==> src/rtl/ipr_pkg.sv <==
// constants for the interrupt priority and reset entry block
// Operation
// - 3-bit priority in nibble, bit3 reads zero
// - priority 0 lowest, 7 highest
// - natural order only breaks equal priority
// - number 0 wins ties, 53 loses
// - vector equals interrupt number plus eight
// - numbers 0..16 map the listed sources
// - 23,24,25,42 populated; others reserved
// - second uart slots only in that variant
// - reset forces program counter to zero
// - first location jumps to start address
// - five error conditions route to reset
// - watchdog timeout causes reset
// - uninitialised pointer use causes reset
// - executed illegal opcode traps; flushed one not
// - brown-out dip causes reset
// - simultaneous traps cause lockout reset
// - priority zero source is disabled
// - flag sets regardless of enable; software clears
// - nesting disable blocks new interrupt in service
package ipr_pkg;
  localparam int NUM_IRQ = 54;
  localparam int VEC_OFFSET = 8;
  localparam int PRIO_REGS = 7;
  localparam logic [63:0] POPULATED = 64'h0000_0400_0081_FFFF;
  localparam logic [63:0] UART_TWO_SLOTS = 64'h0000_0000_0300_0000;
  localparam logic [2:0] PRIO_RESET = 3'h4;
  localparam logic [23:0] RESET_PC = 24'h00_0000;
  localparam logic [7:0] OFS_FLAG_LO = 8'h00;
  localparam logic [7:0] OFS_FLAG_HI = 8'h04;
  localparam logic [7:0] OFS_EN_LO = 8'h08;
  localparam logic [7:0] OFS_EN_HI = 8'h0C;
  localparam logic [7:0] OFS_PRIO_BASE = 8'h10;
  localparam logic [7:0] OFS_CTRL = 8'h30;
  localparam logic [7:0] OFS_STATUS = 8'h34;
  localparam logic [7:0] OFS_CAUSE = 8'h38;
  localparam int CTRL_NEST_DIS = 0;
  localparam int CAUSE_WDT = 0;
  localparam int CAUSE_UNINIT = 1;
  localparam int CAUSE_ILLEGAL = 2;
  localparam int CAUSE_BROWNOUT = 3;
  localparam int CAUSE_LOCKOUT = 4;
  localparam int CAUSE_BITS = 5;
endpackage

==> src/rtl/ipr_controller.sv <==
// interrupt priority resolution, reset cause capture and apb registers
`timescale 1ns/10ps
`default_nettype none
module ipr_controller #(
  parameter bit HAS_UART_TWO = 1'b1
) (
  input  wire logic        SYS_CLK,
  input  wire logic        RESET_N,
  input  wire logic        PSEL,
  input  wire logic        PENABLE,
  input  wire logic        PWRITE,
  input  wire logic [7:0]  PADDR,
  input  wire logic [31:0] PWDATA,
  output logic      [31:0] PRDATA,
  output logic             PREADY,
  output logic             PSLVERR,
  input  wire logic [53:0] IRQ_EVENT,
  input  wire logic [3:0]  CPU_LEVEL,
  input  wire logic        IRQ_ACK,
  input  wire logic        IRQ_DONE,
  output logic             IRQ_REQ,
  output logic      [5:0]  IRQ_VECTOR,
  output logic      [2:0]  IRQ_LEVEL,
  input  wire logic        WDT_TIMEOUT,
  input  wire logic        UNINIT_PTR_USE,
  input  wire logic        ILLEGAL_EXEC,
  input  wire logic        ILLEGAL_FLUSHED,
  input  wire logic        BROWNOUT_PIN,
  input  wire logic [3:0]  TRAP_EVENT,
  output logic             CORE_RESET,
  output logic      [23:0] RESET_PC
);

  localparam int N = ipr_pkg::NUM_IRQ;

  logic [63:0] flag;
  logic [63:0] enable;
  logic [2:0]  prio [0:N-1];
  logic        nesting_disable;
  logic        in_service;
  logic [ipr_pkg::CAUSE_BITS-1:0] cause;
  logic        bo_meta;
  logic        bo_sync;
  logic [63:0] live;
  logic [63:0] pend;
  logic        access;
  logic        wr_en;
  logic [31:0] rdata;
  logic        unmapped;
  logic [63:0] wr_clr;
  logic        win_found;
  logic [5:0]  win_idx;
  logic [2:0]  win_lvl;
  logic        next_req;
  logic [ipr_pkg::CAUSE_BITS-1:0] err_evt;
  logic        lockout;

  // populated slots of this variant
  assign live = ipr_pkg::POPULATED |
                (HAS_UART_TWO ? ipr_pkg::UART_TWO_SLOTS : 64'h0);
  assign pend = flag & enable;

  // register word index of a priority register, or 7 when not one
  function automatic logic [2:0] prio_word(input logic [7:0] addr);
    logic [7:0] d;
    d = addr - ipr_pkg::OFS_PRIO_BASE;
    if (addr >= ipr_pkg::OFS_PRIO_BASE && d[7:2] < 6'(ipr_pkg::PRIO_REGS) && d[1:0] == 2'h0)
      prio_word = d[4:2];
    else
      prio_word = 3'h7;
  endfunction

  // apb slave, one wait state
  assign access = PSEL & PENABLE;
  assign wr_en = access & PWRITE & PREADY;

  always_ff @(posedge SYS_CLK) begin
    if (!RESET_N) begin
      PREADY <= 1'b0;
      PRDATA <= 32'h0000_0000;
      PSLVERR <= 1'b0;
    end else begin
      PREADY <= access & ~PREADY;
      if (access & ~PREADY) begin
        PRDATA <= PWRITE ? 32'h0000_0000 : rdata;
        PSLVERR <= unmapped;
      end else begin
        PSLVERR <= 1'b0;
      end
    end
  end

  always_comb begin
    rdata = 32'h0000_0000;
    unmapped = 1'b0;
    case (PADDR)
      ipr_pkg::OFS_FLAG_LO: rdata = flag[31:0];
      ipr_pkg::OFS_FLAG_HI: rdata = flag[63:32];
      ipr_pkg::OFS_EN_LO:   rdata = enable[31:0];
      ipr_pkg::OFS_EN_HI:   rdata = enable[63:32];
      ipr_pkg::OFS_CTRL:    rdata = {31'h0, nesting_disable};
      ipr_pkg::OFS_STATUS:  rdata = {16'h0, IRQ_REQ, in_service, 3'h0,
                                     IRQ_LEVEL, 2'h0, IRQ_VECTOR};
      ipr_pkg::OFS_CAUSE:   rdata = {{(32 - ipr_pkg::CAUSE_BITS){1'b0}}, cause};
      default: begin
        if (prio_word(PADDR) != 3'h7) begin
          for (int j = 0; j < 8; j++) begin
            if (int'(prio_word(PADDR)) * 8 + j < N)
              rdata[j*4 +: 4] = {1'b0, prio[int'(prio_word(PADDR)) * 8 + j]};
          end
        end else begin
          unmapped = 1'b1;
        end
      end
    endcase
  end

  // write-one-to-clear mask for flags
  always_comb begin
    wr_clr = 64'h0;
    if (wr_en && PADDR == ipr_pkg::OFS_FLAG_LO)
      wr_clr[31:0] = PWDATA;
    if (wr_en && PADDR == ipr_pkg::OFS_FLAG_HI)
      wr_clr[63:32] = PWDATA;
  end

  // flags set on events whatever the enable; set wins over clear
  always_ff @(posedge SYS_CLK) begin
    if (!RESET_N)
      flag <= 64'h0;
    else
      flag <= ((flag & ~wr_clr) | {10'h0, IRQ_EVENT}) & live;
  end

  always_ff @(posedge SYS_CLK) begin
    if (!RESET_N) begin
      enable <= 64'h0;
    end else if (wr_en) begin
      if (PADDR == ipr_pkg::OFS_EN_LO)
        enable[31:0] <= PWDATA & live[31:0];
      if (PADDR == ipr_pkg::OFS_EN_HI)
        enable[63:32] <= PWDATA & live[63:32];
    end
  end

  always_ff @(posedge SYS_CLK) begin
    if (!RESET_N) begin
      for (int i = 0; i < N; i++)
        prio[i] <= live[i] ? ipr_pkg::PRIO_RESET : 3'h0;
    end else if (wr_en && prio_word(PADDR) != 3'h7) begin
      for (int j = 0; j < 8; j++) begin
        if (int'(prio_word(PADDR)) * 8 + j < N && live[int'(prio_word(PADDR)) * 8 + j])
          prio[int'(prio_word(PADDR)) * 8 + j] <= PWDATA[j*4 +: 3];
      end
    end
  end

  always_ff @(posedge SYS_CLK) begin
    if (!RESET_N)
      nesting_disable <= 1'b0;
    else if (wr_en && PADDR == ipr_pkg::OFS_CTRL)
      nesting_disable <= PWDATA[ipr_pkg::CTRL_NEST_DIS];
  end

  // handler running between core acknowledge and return
  always_ff @(posedge SYS_CLK) begin
    if (!RESET_N)
      in_service <= 1'b0;
    else if (IRQ_ACK)
      in_service <= 1'b1;
    else if (IRQ_DONE)
      in_service <= 1'b0;
  end

  // scan from the top down so that equal levels keep the lower number
  always_comb begin
    win_found = 1'b0;
    win_idx = 6'h00;
    win_lvl = 3'h0;
    for (int i = N - 1; i >= 0; i--) begin
      if (pend[i] && prio[i] != 3'h0 && prio[i] >= win_lvl) begin
        win_found = 1'b1;
        win_idx = 6'(i);
        win_lvl = prio[i];
      end
    end
  end

  always_comb begin
    next_req = win_found && ({1'b0, win_lvl} > CPU_LEVEL);
    if (nesting_disable && in_service)
      next_req = 1'b0;
  end

  always_ff @(posedge SYS_CLK) begin
    if (!RESET_N) begin
      IRQ_REQ <= 1'b0;
      IRQ_VECTOR <= 6'h00;
      IRQ_LEVEL <= 3'h0;
    end else begin
      IRQ_REQ <= next_req;
      IRQ_VECTOR <= win_idx + 6'(ipr_pkg::VEC_OFFSET);
      IRQ_LEVEL <= win_lvl;
    end
  end

  // brown-out comes from the analog side
  always_ff @(posedge SYS_CLK) begin
    if (!RESET_N) begin
      bo_meta <= 1'b0;
      bo_sync <= 1'b0;
    end else begin
      bo_meta <= BROWNOUT_PIN;
      bo_sync <= bo_meta;
    end
  end

  assign lockout = (TRAP_EVENT & (TRAP_EVENT - 4'h1)) != 4'h0;

  always_comb begin
    err_evt = '0;
    err_evt[ipr_pkg::CAUSE_WDT] = WDT_TIMEOUT;
    err_evt[ipr_pkg::CAUSE_UNINIT] = UNINIT_PTR_USE;
    err_evt[ipr_pkg::CAUSE_ILLEGAL] = ILLEGAL_EXEC & ~ILLEGAL_FLUSHED;
    err_evt[ipr_pkg::CAUSE_BROWNOUT] = bo_sync;
    err_evt[ipr_pkg::CAUSE_LOCKOUT] = lockout;
  end

  // sticky causes, write one to clear, new event wins
  always_ff @(posedge SYS_CLK) begin
    if (!RESET_N)
      cause <= '0;
    else if (wr_en && PADDR == ipr_pkg::OFS_CAUSE)
      cause <= (cause & ~PWDATA[ipr_pkg::CAUSE_BITS-1:0]) | err_evt;
    else
      cause <= cause | err_evt;
  end

  // error conditions send the core to the reset vector
  always_ff @(posedge SYS_CLK) begin
    if (!RESET_N) begin
      CORE_RESET <= 1'b0;
      RESET_PC <= ipr_pkg::RESET_PC;
    end else begin
      CORE_RESET <= |err_evt;
      RESET_PC <= ipr_pkg::RESET_PC;
    end
  end

endmodule
`default_nettype wire

==> config.mk <==
export PLATFORM = sky130hd
export DESIGN_NAME = ipr_controller
export DESIGN_NICKNAME = d
export VERILOG_FILES = /design/src/rtl/ipr_pkg.sv /design/src/rtl/ipr_controller.sv
export SDC_FILE = /design/constraint.sdc
export NUM_CORES = 1
export LEC_CHECK = 0
export ABC_AREA = 0
export BUFFER_PORTS_ARGS = -buffer_cell sky130_fd_sc_hd__buf_2
export CAP_MARGIN = 20
export CORE_AREA = 2 2 242 244
export DETAILED_ROUTE_END_ITERATION = 10
export DIE_AREA = 0 0 244 246
export PLACE_DENSITY = 0.54
export SYNTH_ARGS = -nofsm -noshare
export SYNTH_HDL_FRONTEND = slang
export SYNTH_SLANG_ARGS = --single-unit
==> constraint.sdc <==
create_clock -name SYS_CLK -period 26.8 [get_ports SYS_CLK]
set_input_delay 2.68 -clock SYS_CLK [delete_from_list [all_inputs] [get_ports SYS_CLK]]
set_output_delay 2.68 -clock SYS_CLK [all_outputs]
set_load 0.02 [all_outputs]
# == Word-level counts from Yosys, hierarchy flattened ==
# Memory sizes are Yosys's and may differ from the RTL's.
# Index checks and enable logic that the tools add are counted.
# totals
mem_count,9
rom_bits,456
mem_bits_rw,162
regBits,96
inputBits,114
output_inout_bits,69
# op_classes
eq_ne,8
muxes,306
n_reduce_logical,197
n_addsub,31
n_lt_le_gt_ge,81
n_bitwise,18
# mem_list
name,words,width,read_ports,rd_clocked_by_memory_dff,write_ports,line_no,source
prio,54,3,62,0,54,ipr_controller.sv:38,logic [2:0] prio [0:N-1];
(name not given),64,1,1,0,0,ipr_controller.sv:152,if (int'(prio_word(PADDR)) * 8 + j < N && live[int'(prio_word(PADDR)) * 8 + j])
(name not given),64,1,1,0,0,ipr_controller.sv:152,
(name not given),64,1,1,0,0,ipr_controller.sv:152,
(name not given),64,1,1,0,0,ipr_controller.sv:152,
(name not given),64,1,1,0,0,ipr_controller.sv:152,
3 more memories,-,-,-,-,-,-,
# ops
op,n
3-bit 2-to-1 mux,125
6-bit 2-to-1 mux,62
"32-bit by 7-bit less-than comparator with 1-bit output, second input constant",7
32-bit one-hot mux with 7 select lines,1
3-bit nonzero test,54
3-bit >= comparator,53
1-bit logical AND,125
1-bit 2-to-1 mux,113
32-bit 2-to-1 mux,3
"6-bit by 3-bit adder with 7-bit output, second input constant",8
54-bit by 43-bit AND with 54-bit output,1
"7-bit by 6-bit less-than comparator with 1-bit output, second input constant",7
"7-bit less-than comparator, second input constant",7
"6-bit by 3-bit adder with 6-bit output, second input constant",8
43-bit AND,1
43-bit NOT,1
43-bit bitwise OR,1
"6-bit by 2-bit adder with 7-bit output, second input constant",4
"6-bit by 2-bit adder with 6-bit output, second input constant",4
"8-bit by 6-bit == test with 1-bit output, second input constant",3
3-bit OR reduction,8
"8-bit by 4-bit == test with 1-bit output, second input constant",2
"6-bit by 1-bit adder with 7-bit output, second input constant",2
"6-bit by 1-bit adder with 6-bit output, second input constant",2
other kinds (28),39

# == Depth between registers and ports, before layout ==
# An unclocked memory read counts as a cell.
# depth
ltp_word,166
mapped_depth,154
ltp_nobuf,153

# == Worst setup path after synthesis ==
# OpenSTA, ideal clock, no wires.
# synth_path
path_kind,reg-to-reg
startpoint,memory prio[42][0]
endpoint,register IRQ_REQ
stages_incl_launch_ff,146
path_slack_ps,213
arrival_ps,26528
setup_time_ps,59
synth_period_minus_slack_ps,26587
path_buffers,1
cell_sequence,edfxtp_1 and3_1 ha_1 nor2b_4 o21a_4 nor3_1 a2bb2oi_2 ha_1 and3_1 o21ai_1 o31a_4 mux2i_1 inv_1 ha_1 nand2b_1 maj3_1 a21oi_1 or3_1 (+110 left out) a21oi_1 a31oi_1 o21ai_1 o21a_1 o21a_1 ha_1 nand2b_1 a21oi_1 nor2b_1 o21ai_0 inv_1 nand2_1 o21ai_0 ha_1 a21o_1 a21oi_1 a311oi_1 o31a_1
# synth_lines
element,line_no,source
"start, declared",ipr_controller.sv:38,
"end signal, assigned",ipr_controller.sv:201,IRQ_REQ <= next_req;
"end, declared",ipr_controller.sv:21,"output logic IRQ_REQ,"

# == Worst setup path after layout ==
# layout_path
startpoint,register enable[42]
endpoint,register IRQ_REQ
# layout_via
elab_chain_len,132
word_cells_on_any_way,175
classes_between,43 x order compare; 86 x mux; 1 x bitwise; 45 x reduce/logical
# layout_lines
element,line_no,source
"start, declared",ipr_controller.sv:37,logic [63:0] enable;
"start signal, assigned",ipr_controller.sv:142,enable[63:32] <= PWDATA & live[63:32];
54-bit by 43-bit AND with 54-bit output *,ipr_controller.sv:61,assign pend = flag & enable;
1-bit logical AND * (2 in a row),ipr_controller.sv:181,if (pend[i] && prio[i] != 3'h0 && prio[i] >= win_lvl) begin
3-bit 2-to-1 mux,ipr_controller.sv:181,
3-bit >= comparator,ipr_controller.sv:181,
1-bit logical AND,ipr_controller.sv:181,
3-bit 2-to-1 mux,ipr_controller.sv:181,
3-bit >= comparator,ipr_controller.sv:181,
1-bit logical AND,ipr_controller.sv:181,
(+115 left out),-,
3-bit >= comparator,ipr_controller.sv:181,
1-bit logical AND,ipr_controller.sv:181,
3-bit 2-to-1 mux,ipr_controller.sv:181,
3-bit >= comparator,ipr_controller.sv:181,
1-bit logical AND,ipr_controller.sv:181,
3-bit 2-to-1 mux,ipr_controller.sv:181,
3-bit by 4-bit > comparator with 1-bit output,ipr_controller.sv:190,"next_req = win_found && ({1'b0, win_lvl} > CPU_LEVEL);"
1-bit logical AND *,ipr_controller.sv:190,
# Every way passes the cells marked *; elsewhere a longest branch is shown, timed or not.
# A chain may end at the register's enable or synchronous reset.

==> results.json <==
{
  "path_clk_slew_ns": 0.06,
  "dp_hpwl_mm": 40.7,
  "rows": 88,
  "crit_fanout": 4,
  "rsz0062_at_grt": "true",
  "cp_common_cell": "nand2b_4",
  "seqCellArea_sq_um": 6730,
  "synthArstFlopShare": 0,
  "power_density_nw_per_um2": 46.8,
  "ant_nets": 0,
  "finClkSkew_ns": 0.0100,
  "worst_slack_ns": 0.783,
  "num-fill-cells": 5889,
  "endpoint_kind": "flip-flop",
  "criticalPathCategory": "flip-flop to flip-flop",
  "multi_input_area_sq_um": 8070,
  "groute.layer.met3.usage": 0.0285,
  "cts_made_buffers": 29,
  "timing.fmax_ghz": 0.0384,
  "routedWlPerCell_microns": 20.4,
  "hold_class": "flip-flop to flip-flop",
  "final_cell_mix": "buf_4, edfxtp_1, nand2_1",
  "fin_crit_ns": 26.02,
  "first_global_vias": 12700,
  "clock-sinks": 255,
  "synth_area_sq_um": 14200,
  "cts_root_buf": "clkbuf_16",
  "leakagePower_nw": 7.44,
  "synthCells": 1510,
  "synthAdderAreaFrac": 0.0343,
  "cp_num_buf_inv": 13,
  "grt_overflow": 0,
  "ys_seq_area_frac": 0.475,
  "clockBufferDepth": 3,
  "status": "finished, final reports clean",
  "grt_max_degree": 75,
  "crit_family": "compound AO/OA/AOI/OAI gates",
  "setup-violations-final": 0,
  "drt-pass1-iter-count": 5,
  "synth-simple-area-share": 0.187,
  "synth_cell_types": 93,
  "htree_num_levels": 1,
  "grt_first_pass_wirelength_mm": 78.6,
  "worst_pin_slew_ns": 1.14,
  "setup-tns-final_ns": 0,
  "finalWirelength_mm": 54.5,
  "vdd_drop_max_v": 0.0000440,
  "die_width_microns": 244,
  "met1_usage": 0.214,
  "cts_tree": "done",
  "worstSkewPairLatency_ns": 0.57,
  "use_met2": 0.301,
  "synthXorXnorAreaFrac": 0,
  "synth-compound-area-share": 0.224,
  "finalHoldViolCount": 0,
  "final_nets": 2027,
  "synth_top_family_by_area": "compound AO/OA/AOI/OAI gates",
  "area_growth_pct": 33.9,
  "die_h_microns": 246,
  "ys_warn_count": 0,
  "startpoint_type": "flip-flop",
  "fin_crit_sh": 0.971,
  "critPathMaxStageDelay_ns": 0.45,
  "initial_core_util": 0.247,
  "drc": 0,
  "place_congestion": 0.896,
  "io_pins": 183,
  "slew_headroom": 0.236,
  "io_buffers": 119,
  "yosys_register_bits": 255,
  "synthMuxAreaShare": 0.0276,
  "core_sq_um": 57400,
  "layout_commonest_cell": "buf_4",
  "antenna_found_initial": 2,
  "grtUsageTotal": 0.173,
  "drive_above_1_share": 0.284,
  "arrival_ns": 26.53,
  "cpMaxStageDelayCell": "a2111o_1",
  "post-place-ws_ns": -1.22,
  "num_vias": 13200,
  "ctsHoldBuffers": 0,
  "syn_avg_cell_area_sq_um": 9.38,
  "drt-initial-drc-count": 986,
  "grt-busiest-layer": "met2",
  "maxSlewViolCount": 0,
  "synth-main-ff-cell": "edfxtp_1",
  "die_area_sq_um": 60000,
  "maxCapViolCount": 0,
  "final_util": 0.331,
  "required_ns": 27.31,
  "vias_per_cell": 4.95,
  "synth_edf_count": 162
}
what timing repair did:
item	CTS	global route
gates resized for setup	61	117
setup endpoints to repair	10	10
pin swaps	38	91
buffers inserted	28	29
cloned	0	0
flip-flops by register name (all words and copies together) (netlist names), 3 cells and up:
register	flops
flag	21
IRQ_LEVEL	3
PRDATA	29
enable	21
cause	5
IRQ_VECTOR	6
prio	162
synthesized netlist by cell type, types with 34 or more instances:
library cell / number / share of area
edfxtp_1: 162 / 0.34
nand2_1: 160 / 0.042
a21oi_1: 146 / 0.052
nor2_1: 135 / 0.036
dfxtp_1: 93 / 0.13
inv_1: 68 / 0.018
and2_1: 63 / 0.028
o21ai_0: 61 / 0.022
clkbuf_1: 58 / 0.015
o22ai_1: 40 / 0.018
nand2b_1: 39 / 0.017
nor3_1: 36 / 0.013
ha_1: 34 / 0.030
per-layer routing:
layer,share of wire,up-vias
met5,0.00024,-
met4,0.039,2
met3,0.058,121
met2,0.48,425
met1,0.42,6442
li1,-,6211
report_power, final:
part	leakage, nW	total [mW]	switching [mW]	internal (mW)
Combinational	4.69	0.0528	0.0362	0.0166
Sequential	2.32	0.450	0.0130	0.437
Clock	0.437	0.384	0.162	0.222
cell families after synthesis:
kind of cell | Yosys count
simple gates | 548
fa+ha+maj | 40
other cells | 1
flops | 255
buf+inv | 165
mux | 31
compound gates | 470
through the flow:
stage               power (mW)  cells  area, sq um  hold slack [ns]
floorplan                0.483   1635        14600            0.412
global placement         0.506   2559        16800            0.423
detailed placement       0.507   2559        16800            0.428
CTS                      0.890   2641        18200            0.442
global route             0.913   2668        19000            0.468
finish                   0.887   2668        19000            0.446
worst paths after layout:
kind | start | to | slack [ns] | depth (start not counted)
hold reg to reg | bo_meta | bo_sync | 0.45 | 1
hold / removal | bo_meta | bo_sync | 0.45 | 1
setup / recovery | enable[42] | IRQ_REQ | 0.78 | 152
setup reg to reg | enable[42] | IRQ_REQ | 0.78 | 152
final cells by class:
type,instances,share of cell area
timing repair buffer,309,0.107
multi-input combinational,1215,0.426
tap,765,0.0505
clock inverter,8,0.00402
clock buffer,46,0.0439
antenna,1,0.000132
sequential,255,0.355
inverter,69,0.0139
Note: power is estimated with default switching activity, not from simulation.
